==> src/lmc_pkg.sv <==
package lmc_pkg;

  localparam logic [5:0]  ROW_READ        = 6'h00;
  localparam logic [5:0]  ROW_WRITE       = 6'h01;
  localparam logic [5:0]  ROW_REFRESH     = 6'h02;
  localparam logic [5:0]  ROW_DEACT_ALL   = 6'h03;
  localparam logic [5:0]  ROW_PD_READ     = 6'h04;
  localparam logic [5:0]  ROW_PD_WRITE    = 6'h05;
  localparam logic [5:0]  ROW_BLOCK_WRITE = 6'h09;
  localparam logic [5:0]  ROW_MODE_SET    = 6'h0c;
  localparam logic [5:0]  ROW_LOAD_COLOR  = 6'h0d;
  localparam logic [3:0]  ROW_FRAME_BASE  = 4'h4;
  localparam logic [5:0]  ROW_PT_READ     = 6'h1c;
  localparam logic [5:0]  ROW_PT_WRITE    = 6'h1d;
  localparam logic [5:0]  CODE_IDLE       = 6'h1f;

  localparam logic [1:0]  COL_PP_BASE     = 2'h0;
  localparam logic [5:0]  COL_MP_LOW_PKT  = 6'h10;
  localparam logic [5:0]  COL_MP_HIGH_PKT = 6'h11;
  localparam logic [4:0]  COL_MP_URGENT   = 5'h09;
  localparam logic [4:0]  COL_MP_ICACHE   = 5'h0b;
  localparam logic [4:0]  COL_MP_DEA      = 5'h0c;
  localparam logic [4:0]  COL_MP_DCACHE   = 5'h0d;
  localparam logic [5:0]  COL_XPT_PROG    = 6'h14;
  localparam logic [5:0]  COL_XPT_DONE    = 6'h15;
  localparam logic [4:0]  COL_FRAME_BASE  = 5'h0e;
  localparam logic [5:0]  COL_REFRESH     = 6'h1e;
  localparam logic [5:0]  COL_DRAIN       = 6'h3f;

  localparam logic [4:0]  COL_SHIFT_BASE  = 5'h07;
  localparam logic [5:0]  RESET_STATUS    = CODE_IDLE;
  localparam logic [31:0] RESET_ADDR      = 32'h0000_0000;
  localparam logic [2:0]  RESET_SEL       = 3'h0;

  typedef enum logic [3:0] {
    RK_READ        = 4'h0,
    RK_WRITE       = 4'h1,
    RK_REFRESH     = 4'h2,
    RK_DEACT_ALL   = 4'h3,
    RK_PD_READ     = 4'h4,
    RK_PD_WRITE    = 4'h5,
    RK_BLOCK_WRITE = 4'h6,
    RK_MODE_SET    = 4'h7,
    RK_LOAD_COLOR  = 4'h8,
    RK_PT_READ     = 4'h9,
    RK_PT_WRITE    = 4'ha,
    RK_FRAME       = 4'hb,
    RK_XPT         = 4'hc,
    RK_IDLE        = 4'hd
  } lmc_row_kind_type;

  typedef enum logic [3:0] {
    CK_PP        = 4'h0,
    CK_MP_LOW    = 4'h1,
    CK_MP_HIGH   = 4'h2,
    CK_MP_URGENT = 4'h3,
    CK_MP_ICACHE = 4'h4,
    CK_MP_DEA    = 4'h5,
    CK_MP_DCACHE = 4'h6,
    CK_XPT_PROG  = 4'h7,
    CK_XPT_DONE  = 4'h8,
    CK_FRAME     = 4'h9,
    CK_REFRESH   = 4'ha,
    CK_IDLE      = 4'hb,
    CK_DRAIN     = 4'hc
  } lmc_col_kind_type;

  typedef enum logic [1:0] {
    PH_IDLE = 2'b00,
    PH_ROW  = 2'b01,
    PH_COL  = 2'b10
  } lmc_phase_type;

  // Op: read, write, split or peripheral read, split or peripheral write
  typedef struct packed {
    lmc_row_kind_type kind;
    logic             frame;
    logic [2:0]       xpt_num;
    logic [1:0]       op;
    logic [31:0]      addr;
  } lmc_row_req_type;

  typedef struct packed {
    lmc_col_kind_type kind;
    logic [1:0]       pp_index;
    logic [1:0]       op;
    logic             frame;
    logic             mp_high;
    logic [31:0]      addr;
  } lmc_col_req_type;

  typedef struct packed {
    lmc_phase_type phase;
    logic [2:0]    sel_s1;
    logic [2:0]    sel_s2;
    logic [2:0]    sel;
    logic [5:0]    status;
    logic [31:0]   addr;
  } lmc_state_type;

endpackage

==> src/lmc_status_addr_mux.sv <==
`timescale 1ns/1ps
module lmc_status_addr_mux (
  input  wire logic                     ref_clk,             // Device clock
  input  wire logic                     arst_n,              // Async reset
  input  wire logic                     cyc_start,           // Row phase go
  input  wire lmc_pkg::lmc_row_req_type row_req,             // Row request
  input  wire logic                     col_step,            // Column go
  input  wire lmc_pkg::lmc_col_req_type col_req,             // Column request
  input  wire logic                     cyc_end,             // Cycle done
  input  wire logic [2:0]               column_shift_select, // Pin input
  output logic [5:0]                    status_pins,         // Cycle code
  output logic [31:0]                   addr_pins,           // Address bus
  output logic                          row_phase,           // In row phase
  output logic                          col_phase            // In col phase
);

  ////////////////////////////////////////////////////////////////////////////

  function automatic logic [5:0] row_code(lmc_pkg::lmc_row_req_type r);
    logic [5:0] c;
    c = lmc_pkg::CODE_IDLE;
    case (r.kind)
      lmc_pkg::RK_READ:        c = lmc_pkg::ROW_READ;
      lmc_pkg::RK_WRITE:       c = lmc_pkg::ROW_WRITE;
      lmc_pkg::RK_REFRESH:     c = lmc_pkg::ROW_REFRESH;
      lmc_pkg::RK_DEACT_ALL:   c = lmc_pkg::ROW_DEACT_ALL;
      lmc_pkg::RK_PD_READ:     c = lmc_pkg::ROW_PD_READ;
      lmc_pkg::RK_PD_WRITE:    c = lmc_pkg::ROW_PD_WRITE;
      lmc_pkg::RK_BLOCK_WRITE: c = lmc_pkg::ROW_BLOCK_WRITE;
      lmc_pkg::RK_MODE_SET:    c = lmc_pkg::ROW_MODE_SET;
      lmc_pkg::RK_LOAD_COLOR:  c = lmc_pkg::ROW_LOAD_COLOR;
      lmc_pkg::RK_PT_READ:     c = lmc_pkg::ROW_PT_READ;
      lmc_pkg::RK_PT_WRITE:    c = lmc_pkg::ROW_PT_WRITE;
      lmc_pkg::RK_FRAME: begin
        c = {lmc_pkg::ROW_FRAME_BASE[3:1], r.frame, r.op};
      end
      lmc_pkg::RK_XPT: begin
        // Request number zero would land in reserved space
        if (r.xpt_num != 3'h0) begin
          c = {1'b1, r.xpt_num, r.op};
        end
      end
      default: c = lmc_pkg::CODE_IDLE;
    endcase
    return c;
  endfunction

  function automatic logic [5:0] col_code(lmc_pkg::lmc_col_req_type r);
    logic [5:0] c;
    c = lmc_pkg::CODE_IDLE;
    case (r.kind)
      lmc_pkg::CK_PP: begin
        c = {lmc_pkg::COL_PP_BASE, r.pp_index, r.op};
      end
      lmc_pkg::CK_MP_LOW:    c = lmc_pkg::COL_MP_LOW_PKT;
      lmc_pkg::CK_MP_HIGH:   c = lmc_pkg::COL_MP_HIGH_PKT;
      lmc_pkg::CK_MP_URGENT: c = {lmc_pkg::COL_MP_URGENT, r.mp_high};
      lmc_pkg::CK_MP_ICACHE: c = {lmc_pkg::COL_MP_ICACHE, r.mp_high};
      lmc_pkg::CK_MP_DEA:    c = {lmc_pkg::COL_MP_DEA, r.mp_high};
      lmc_pkg::CK_MP_DCACHE: c = {lmc_pkg::COL_MP_DCACHE, r.mp_high};
      lmc_pkg::CK_XPT_PROG:  c = lmc_pkg::COL_XPT_PROG;
      lmc_pkg::CK_XPT_DONE:  c = lmc_pkg::COL_XPT_DONE;
      lmc_pkg::CK_FRAME:     c = {lmc_pkg::COL_FRAME_BASE, r.frame};
      lmc_pkg::CK_REFRESH:   c = lmc_pkg::COL_REFRESH;
      lmc_pkg::CK_DRAIN:     c = lmc_pkg::COL_DRAIN;
      default:               c = lmc_pkg::CODE_IDLE;
    endcase
    return c;
  endfunction

  // Undefined pins between the shifted field and bits 2:0 drive zero
  function automatic logic [31:0] col_mux(logic [31:0] a, logic [2:0] s);
    logic [4:0]  amt;
    logic [31:0] r;
    amt = lmc_pkg::COL_SHIFT_BASE + {2'h0, s};
    r   = a;
    if (s != 3'h0) begin
      r = (a << amt) | {29'h0, a[2:0]};
    end
    return r;
  endfunction

  ////////////////////////////////////////////////////////////////////////////

  lmc_pkg::lmc_state_type st_q;
  lmc_pkg::lmc_state_type st_d;
  logic [5:0]             row_code_c;
  logic [5:0]             col_code_c;
  logic [31:0]            col_addr_c;
  logic [31:0]            row_addr_w;
  logic [31:0]            col_in_addr_w;
  logic                   take_row;
  logic                   take_col;
  logic                   take_end;

  assign row_code_c    = row_code(row_req);
  assign col_code_c    = col_code(col_req);
  assign col_addr_c    = col_mux(col_req.addr, st_q.sel);
  assign row_addr_w    = row_req.addr;
  assign col_in_addr_w = col_req.addr;
  assign take_row = (st_q.phase == lmc_pkg::PH_IDLE) && cyc_start;
  assign take_col = (st_q.phase != lmc_pkg::PH_IDLE) && col_step;
  // A column step in the same cycle as the end wins; the end is dropped
  assign take_end = (st_q.phase != lmc_pkg::PH_IDLE) && cyc_end && !col_step;

  always_comb begin
    st_d        = st_q;
    st_d.sel_s1 = column_shift_select;
    st_d.sel_s2 = st_q.sel_s1;
    case (st_q.phase)
      lmc_pkg::PH_IDLE: begin
        if (take_row) begin
          st_d.phase  = lmc_pkg::PH_ROW;
          st_d.status = row_code_c;
          st_d.addr   = row_req.addr;
          st_d.sel    = st_q.sel_s2;
        end
      end
      lmc_pkg::PH_ROW, lmc_pkg::PH_COL: begin
        if (take_col) begin
          st_d.phase  = lmc_pkg::PH_COL;
          st_d.status = col_code_c;
          st_d.addr   = col_addr_c;
        end else if (take_end) begin
          st_d.phase  = lmc_pkg::PH_IDLE;
          st_d.status = lmc_pkg::CODE_IDLE;
        end
      end
      default: begin
        st_d.phase  = lmc_pkg::PH_IDLE;
        st_d.status = lmc_pkg::CODE_IDLE;
      end
    endcase
  end

  // All but the select sync stages holds between events, so pins only move at boundaries
  always_ff @(posedge ref_clk or negedge arst_n) begin
    if (!arst_n) begin
      st_q.phase  <= lmc_pkg::PH_IDLE;
      st_q.sel_s1 <= lmc_pkg::RESET_SEL;
      st_q.sel_s2 <= lmc_pkg::RESET_SEL;
      st_q.sel    <= lmc_pkg::RESET_SEL;
      st_q.status <= lmc_pkg::RESET_STATUS;
      st_q.addr   <= lmc_pkg::RESET_ADDR;
    end else begin
      st_q <= st_d;
    end
  end

  assign status_pins = st_q.status;
  assign addr_pins   = st_q.addr;
  // Row and column phase codes are one-hot, so each flag is a state flop bit itself
  assign row_phase   = st_q.phase[0];
  assign col_phase   = st_q.phase[1];

  ////////////////////////////////////////////////////////////////////////////

  function automatic logic row_legal(logic [5:0] c);
    logic ok;
    ok = 1'b1;
    if ((c inside {6'h06, 6'h07, 6'h08, 6'h0a, 6'h0b, 6'h0e, 6'h0f,
                   6'h1e}) || (c[5:2] == 4'h6) || (c[5:2] == 4'h8)) begin
      ok = 1'b0;
    end
    return ok;
  endfunction
endmodule

==> config.mk <==
export PLATFORM = sky130hd
export DESIGN_NAME = lmc_status_addr_mux
export DESIGN_NICKNAME = d
export VERILOG_FILES = /design/src/lmc_pkg.sv /design/src/lmc_status_addr_mux.sv
export SDC_FILE = /design/constraint.sdc
export NUM_CORES = 1
export LEC_CHECK = 0
export BUFFER_PORTS_ARGS = -buffer_cell sky130_fd_sc_hd__clkbuf_2
export CAP_MARGIN = 5
export CORE_ASPECT_RATIO = 0.6
export CORE_MARGIN = 4
export CORE_UTILIZATION = 25
export CTS_CLUSTER_DIAMETER = 30
export DETAILED_ROUTE_END_ITERATION = 8
export PLACE_DENSITY = 0.48
export SETUP_SLACK_MARGIN = 0.5
export SLEW_MARGIN = 0
export SYNTH_ARGS = -nofsm -noshare
export SYNTH_HDL_FRONTEND = slang
export SYNTH_SLANG_ARGS = --single-unit
==> constraint.sdc <==
create_clock -name ref_clk -period 5.1 [get_ports ref_clk]
set_input_delay 0.765 -clock ref_clk [delete_from_list [all_inputs] [get_ports ref_clk]]
set_output_delay 0.765 -clock ref_clk [all_outputs]
set_load 0.02 [all_outputs]
After elaboration in Yosys (flattened, before gate mapping)
Index checks and enable logic that the tools add are counted.
- register bits after elaboration: 49
- input port bits: 92
- bits in read-only memories: 0
- latch bits: 0
- output and inout port bits: 40
- logic and storage cells: 67
- memories: 0
- bits in writable memories: 0
- divide/modulo/power cells: 0
- reduce and logical (&&, ||, !) cells: 16
- add/subtract/negate cells: 1
- bitwise logic cells: 1
- shift-type cells: 1
- $lt $le $gt $ge: 0
- $mul: 0
- equal/unequal tests: 28
- muxes and demuxes: 14
- operator list (kind ; number):
    $pmux 6 s13 ; 1
    $pmux 6 s12 ; 1
    $mux 32 ; 2
    $pmux 32 s2 ; 1
    $mux 38 ; 1
    $eq 4x4->1 const B ; 9
    $eq 4x3->1 const B ; 8
    $or 32x3->32 ; 1
    $shl 32x4->32 ; 1
    $mux 6 ; 3
    $eq 4x2->1 const B ; 4
    $pmux 6 s2 ; 1
    $eq 4x1->1 const B ; 2
    $logic_not 4->1 ; 2
    $mux 2 ; 3
    $reduce_bool 3->1 ; 2
    $add 3x3->4 const A ; 1
    $logic_and 1x1->1 ; 4
    $ne 2x2->1 const B ; 2
    $pmux 2 s2 ; 1
    $reduce_and 2->1 ; 2
    $reduce_bool 2->1 ; 2
    $ne 3x3->1 const B ; 1
    $reduce_and 3->1 ; 1
    5 further kinds ; 5

Longest topological paths before layout
- word-level depth: 6
- mapped depth: 11
- depth with buffers taken out: 7

Least setup slack after synthesis
Ideal clock, no wire load.
- path type: reg2reg
- from: register st_q[38] in the netlist's numbering
- to: register st_q, in the netlist addr_pins[26]
- path buffers: 3
- clock period less this slack: 2.685 ns
- library setup time: 0.129 ns
- cell stages (with the launch flop): 11
- arrival: 2.556 ns
- setup slack: 2.415 ns
- data required time: 4.971 ns
- path through: dfrtp_1 inv_1 buf_1 ha_1 buf_4 buf_4 mux2_2 mux2i_1 mux2i_1 a221oi_1 a21oi_1
- word-level cells in the longest chain between the ends: 6
- elaborated cells on any way between the ends: 7
- those cells by class: add/sub: 1; shift: 1; mux: 3; bitwise: 1; reduce/logical: 1
- RTL lines (element ; line ; RTL):
    start: declaration ; lmc_status_addr_mux.sv:85 ; lmc_pkg::lmc_state_type st_q;
    start signal: assignment ; lmc_status_addr_mux.sv:146 ; st_q <= st_d;
    $add 3x3->4 ; lmc_status_addr_mux.sv:75 ; amt = lmc_pkg::COL_SHIFT_BASE + {2'h0, s};
    $shl 32x4->32 ; lmc_status_addr_mux.sv:78 ; r = (a << amt) | {29'h0, a[2:0]};
    $or 32x3->32 ; lmc_status_addr_mux.sv:78 ;
    $mux 32 (*) ; lmc_status_addr_mux.sv:77 ; if (s != 3'h0) begin
    $mux 32 (*) ; lmc_status_addr_mux.sv:120 ; if (take_col) begin
    $pmux 32 s2 (*) ; lmc_status_addr_mux.sv:110 ; case (st_q.phase)
Every way passes the cells marked *; elsewhere a longest branch is shown, timed or not. The select of a mux whose other input is x is not followed.
A chain may end at the register's enable or synchronous reset.

Final worst setup path
- from: register st_q[38] in the netlist's numbering
- to: register st_q, in the netlist addr_pins[21]
Same word-level chain as after synthesis.

==> impl_metrics.toml <==
[synth]
yosysUniqueCellTypes = 58
synth_warnings = 0
yosys.area.top_type = "dfrtp_1"
synthTopCellsByArea = "dfrtp_1 25%, buf_4 7.3%, mux4_2 6.1%, mux2i_1 5.7%, a21oi_1 5.1%"
yosysTopAreaCellShare_pct = 24.9
synth-edff-count = 0
synth_area_per_cell_um2 = 8.35
syn-instance-count = 529
synth_area_mm2 = 0.00442
synth_ff_type = "dfrtp_1"
ys_seq_elements = 49
ys_seq_area_share_pct = 27.9
synth_nets = 625
async_flop_share_pct = 100

[global_routing]
grt_max_degree = 50
antenna_found_initial = 1
grt_overflow = 0
grt_pass1_wl_mm = 28.1
grt_pass1_vias = 4483
grt_util_all_layers_pct = 17.8

[cells_and_area]
seq_area_mm2 = 0.00123
multiInputGateArea_mm2 = 0.00268
area_growth_pct = 17.3
drive_gt1_share_pct = 31.3
fin_nets = 699
fillers = 1900

[timing]
finalHoldViolations = 0
period_share_pct = 57.1
maxSlewHeadroom_pct = 38.2
finalMaxSlewViolations = 0
max_freq_ghz = 0.343
worst_pin_slew_ns = 0.923
rsz0062_at_grt = "false"
setup_tns_ns = 0
skew_ns = 0.00779
setup_violations = 0
setup_ws_ns = 2.19
fin_crit_ns = 2.91

[route]
totalWireLength_mm = 18.4
dr.first_iter.drc_count = 550
avgViaCountPerCell = 5.44
drtPass1Iterations = 6
vias = 4568
avgRoutedWirePerCell_um = 21.9
drtAntennaViolNets = 0
drc = 0

[critical_path]
criticalPathCategory = "flip-flop to flip-flop"
crit_path_end_kind = "flip-flop"
r2r_setup_slack_ns = 2.19
arrival_ns = 3.09
crit_path_start_kind = "flip-flop"
crit_slowest_cell = "mux4_2"
cp.required_ns = 5.28
cp_max_fo = 14
slowest_delay_ns = 0.50
crit_chain = "inv_1 -> buf_4 -> ha_1 -> mux2_2 -> mux4_2 -> a221o_1 -> nor2_1 -> nor3_1"

[min_path]
holdCritPathClass = "flip-flop to flip-flop"

[clock_tree]
post_cts_resized = 0
cts.clk_slew.worst_paths_ns = 0.07
cts_sinks = 49
insertion_delay_ns = 0.30
cts_tree = "yes"
postCtsSetupBuffers = 0
clockBufferDepth = 2
cts_root_buffer = "clkbuf_16"
cts_max_level = 2
holdBufCountCts = 0
numCtsBuffers = 5

[flow_run]
maxCapViolations = 0

[floorplanning]
core-area_mm2 = 0.0172
die-width_um = 180
io_pins = 132
fp-row-count = 37
start_util_pct = 25.7
dieArea_mm2 = 0.0199
die_y_um = 111

[placed_design]
dp_slack_ns = 2.30
place_congestion = 0.925
dp_hpwl_mm = 14.5
port_buffers = 131

[power_and_ir_drop]
vdd_ir_drop_max_mv = 0.244
p_total_mw = 3.89
cellPowerDensity_mw_per_mm2 = 751
cellLeakagePower_nw = 2.25

[run_status]
status = "finished clean"
==> logic make-up after synthesis <==
group	share of synthesized area, %
compound gates	23.4
fa+ha+maj	1.13
mux	17.6
buf+inv	11.8
simple gates	17.4
xor+xnor	0.821
flops	27.9
==> where the power goes <==
group          internal [mW]  leakage [nW]  total, mW  switching, mW
combinational           1.01          1.61       2.83           1.82
sequential             0.578         0.566      0.707          0.129
clock                  0.196        0.0768      0.359          0.163
==> cells in the final DEF (no fill, tap or decap), drive strengths merged, types with 8 or more instances in the layout <==
cell,netlist,routed
buf,52,16
nor2,45,45
nand2,45,45
mux2,23,23
o21ai,39,39
dfrtp,44,44
a221oi,10,10
o221ai,8,8
a21oi,45,45
mux4,12,12
inv,13,13
clkbuf,28,137
nor3,33,33
mux2i,25,25
==> layout make-up <==
class	count	share of cell area [%]
Antenna cell	1	0.0483
Clock buffer	6	2.68
Clock inverter	2	0.266
Inverter	13	0.941
Multi-Input combinational cell	387	51.7
Sequential cell	49	23.8
Tap cell	234	5.65
Timing Repair Buffer	147	15.0
==> final timing paths <==
check / start / endpoint / depth (start not counted)
max: st_q[38] / addr_pins[21] / 8
min: st_d[41] / st_q[41] / 0
max reg2reg: st_q[38] / addr_pins[21] / 8
min reg2reg: st_d[41] / st_q[41] / 0
max in group asynchronous: arst_n / addr_pins[0] / 2
min in group asynchronous: arst_n / st_d[41] / 2
==> synthesized netlist by cell type, types with 7 or more instances <==
master	instances
a211oi_1	7
a21oi_1	45
a221oi_1	10
buf_2	7
buf_4	43
clkbuf_1	28
dfrtp_1	44
inv_1	13
mux2_1	11
mux2_2	12
mux2i_1	25
mux4_2	12
nand2_1	45
nand3_1	7
nor2_1	44
nor3_1	33
o211ai_1	7
o21ai_0	22
o21ai_1	17
o221ai_1	8
==> sequential cells by signal (all words and copies together), names as in the netlist <==
| signal | count |
|---|---|
| addr_pins | 32 |
| col_phase | 1 |
| row_phase | 1 |
| st_d | 3 |
| st_q | 6 |
| status_pins | 6 |
==> layer usage <==
metal,GRT usage [%],wire (µm),part of all wire [%],vias up
met2,23.4,7050,38,242
met3,5.93,1790,9.8,10
li1,-,-,-,2074
met1,28.4,9390,51,2242
met5,0,0,0,-
met4,1.62,122,0.66,0
==> stage by stage <==
step / cells / util, % / cell area (µm²) / hold WS, ns
after floorplan: 529 / - / 4420 / 0.331
after global placement: 830 / 29.2 / 5030 / 0.337
after detailed placement: 830 / 29.2 / 5030 / 0.340
after CTS: 838 / 30.1 / 5180 / 0.356
after global routing: 838 / 30.1 / 5180 / 0.368
final: 839 / 30.1 / 5180 / 0.352
==> critical path: cells and delay by family (launching register included) <==
family	cells	cell delay [ns]
AO/OA/AOI/OAI	1	0.37
buffers and inverters	2	0.24
AND/OR/NAND/NOR	2	0.40
multiplexers	2	0.95
flip-flops	1	0.34
adder cells (fa/ha/maj)	1	0.48
(Power assumes the default switching activity.)
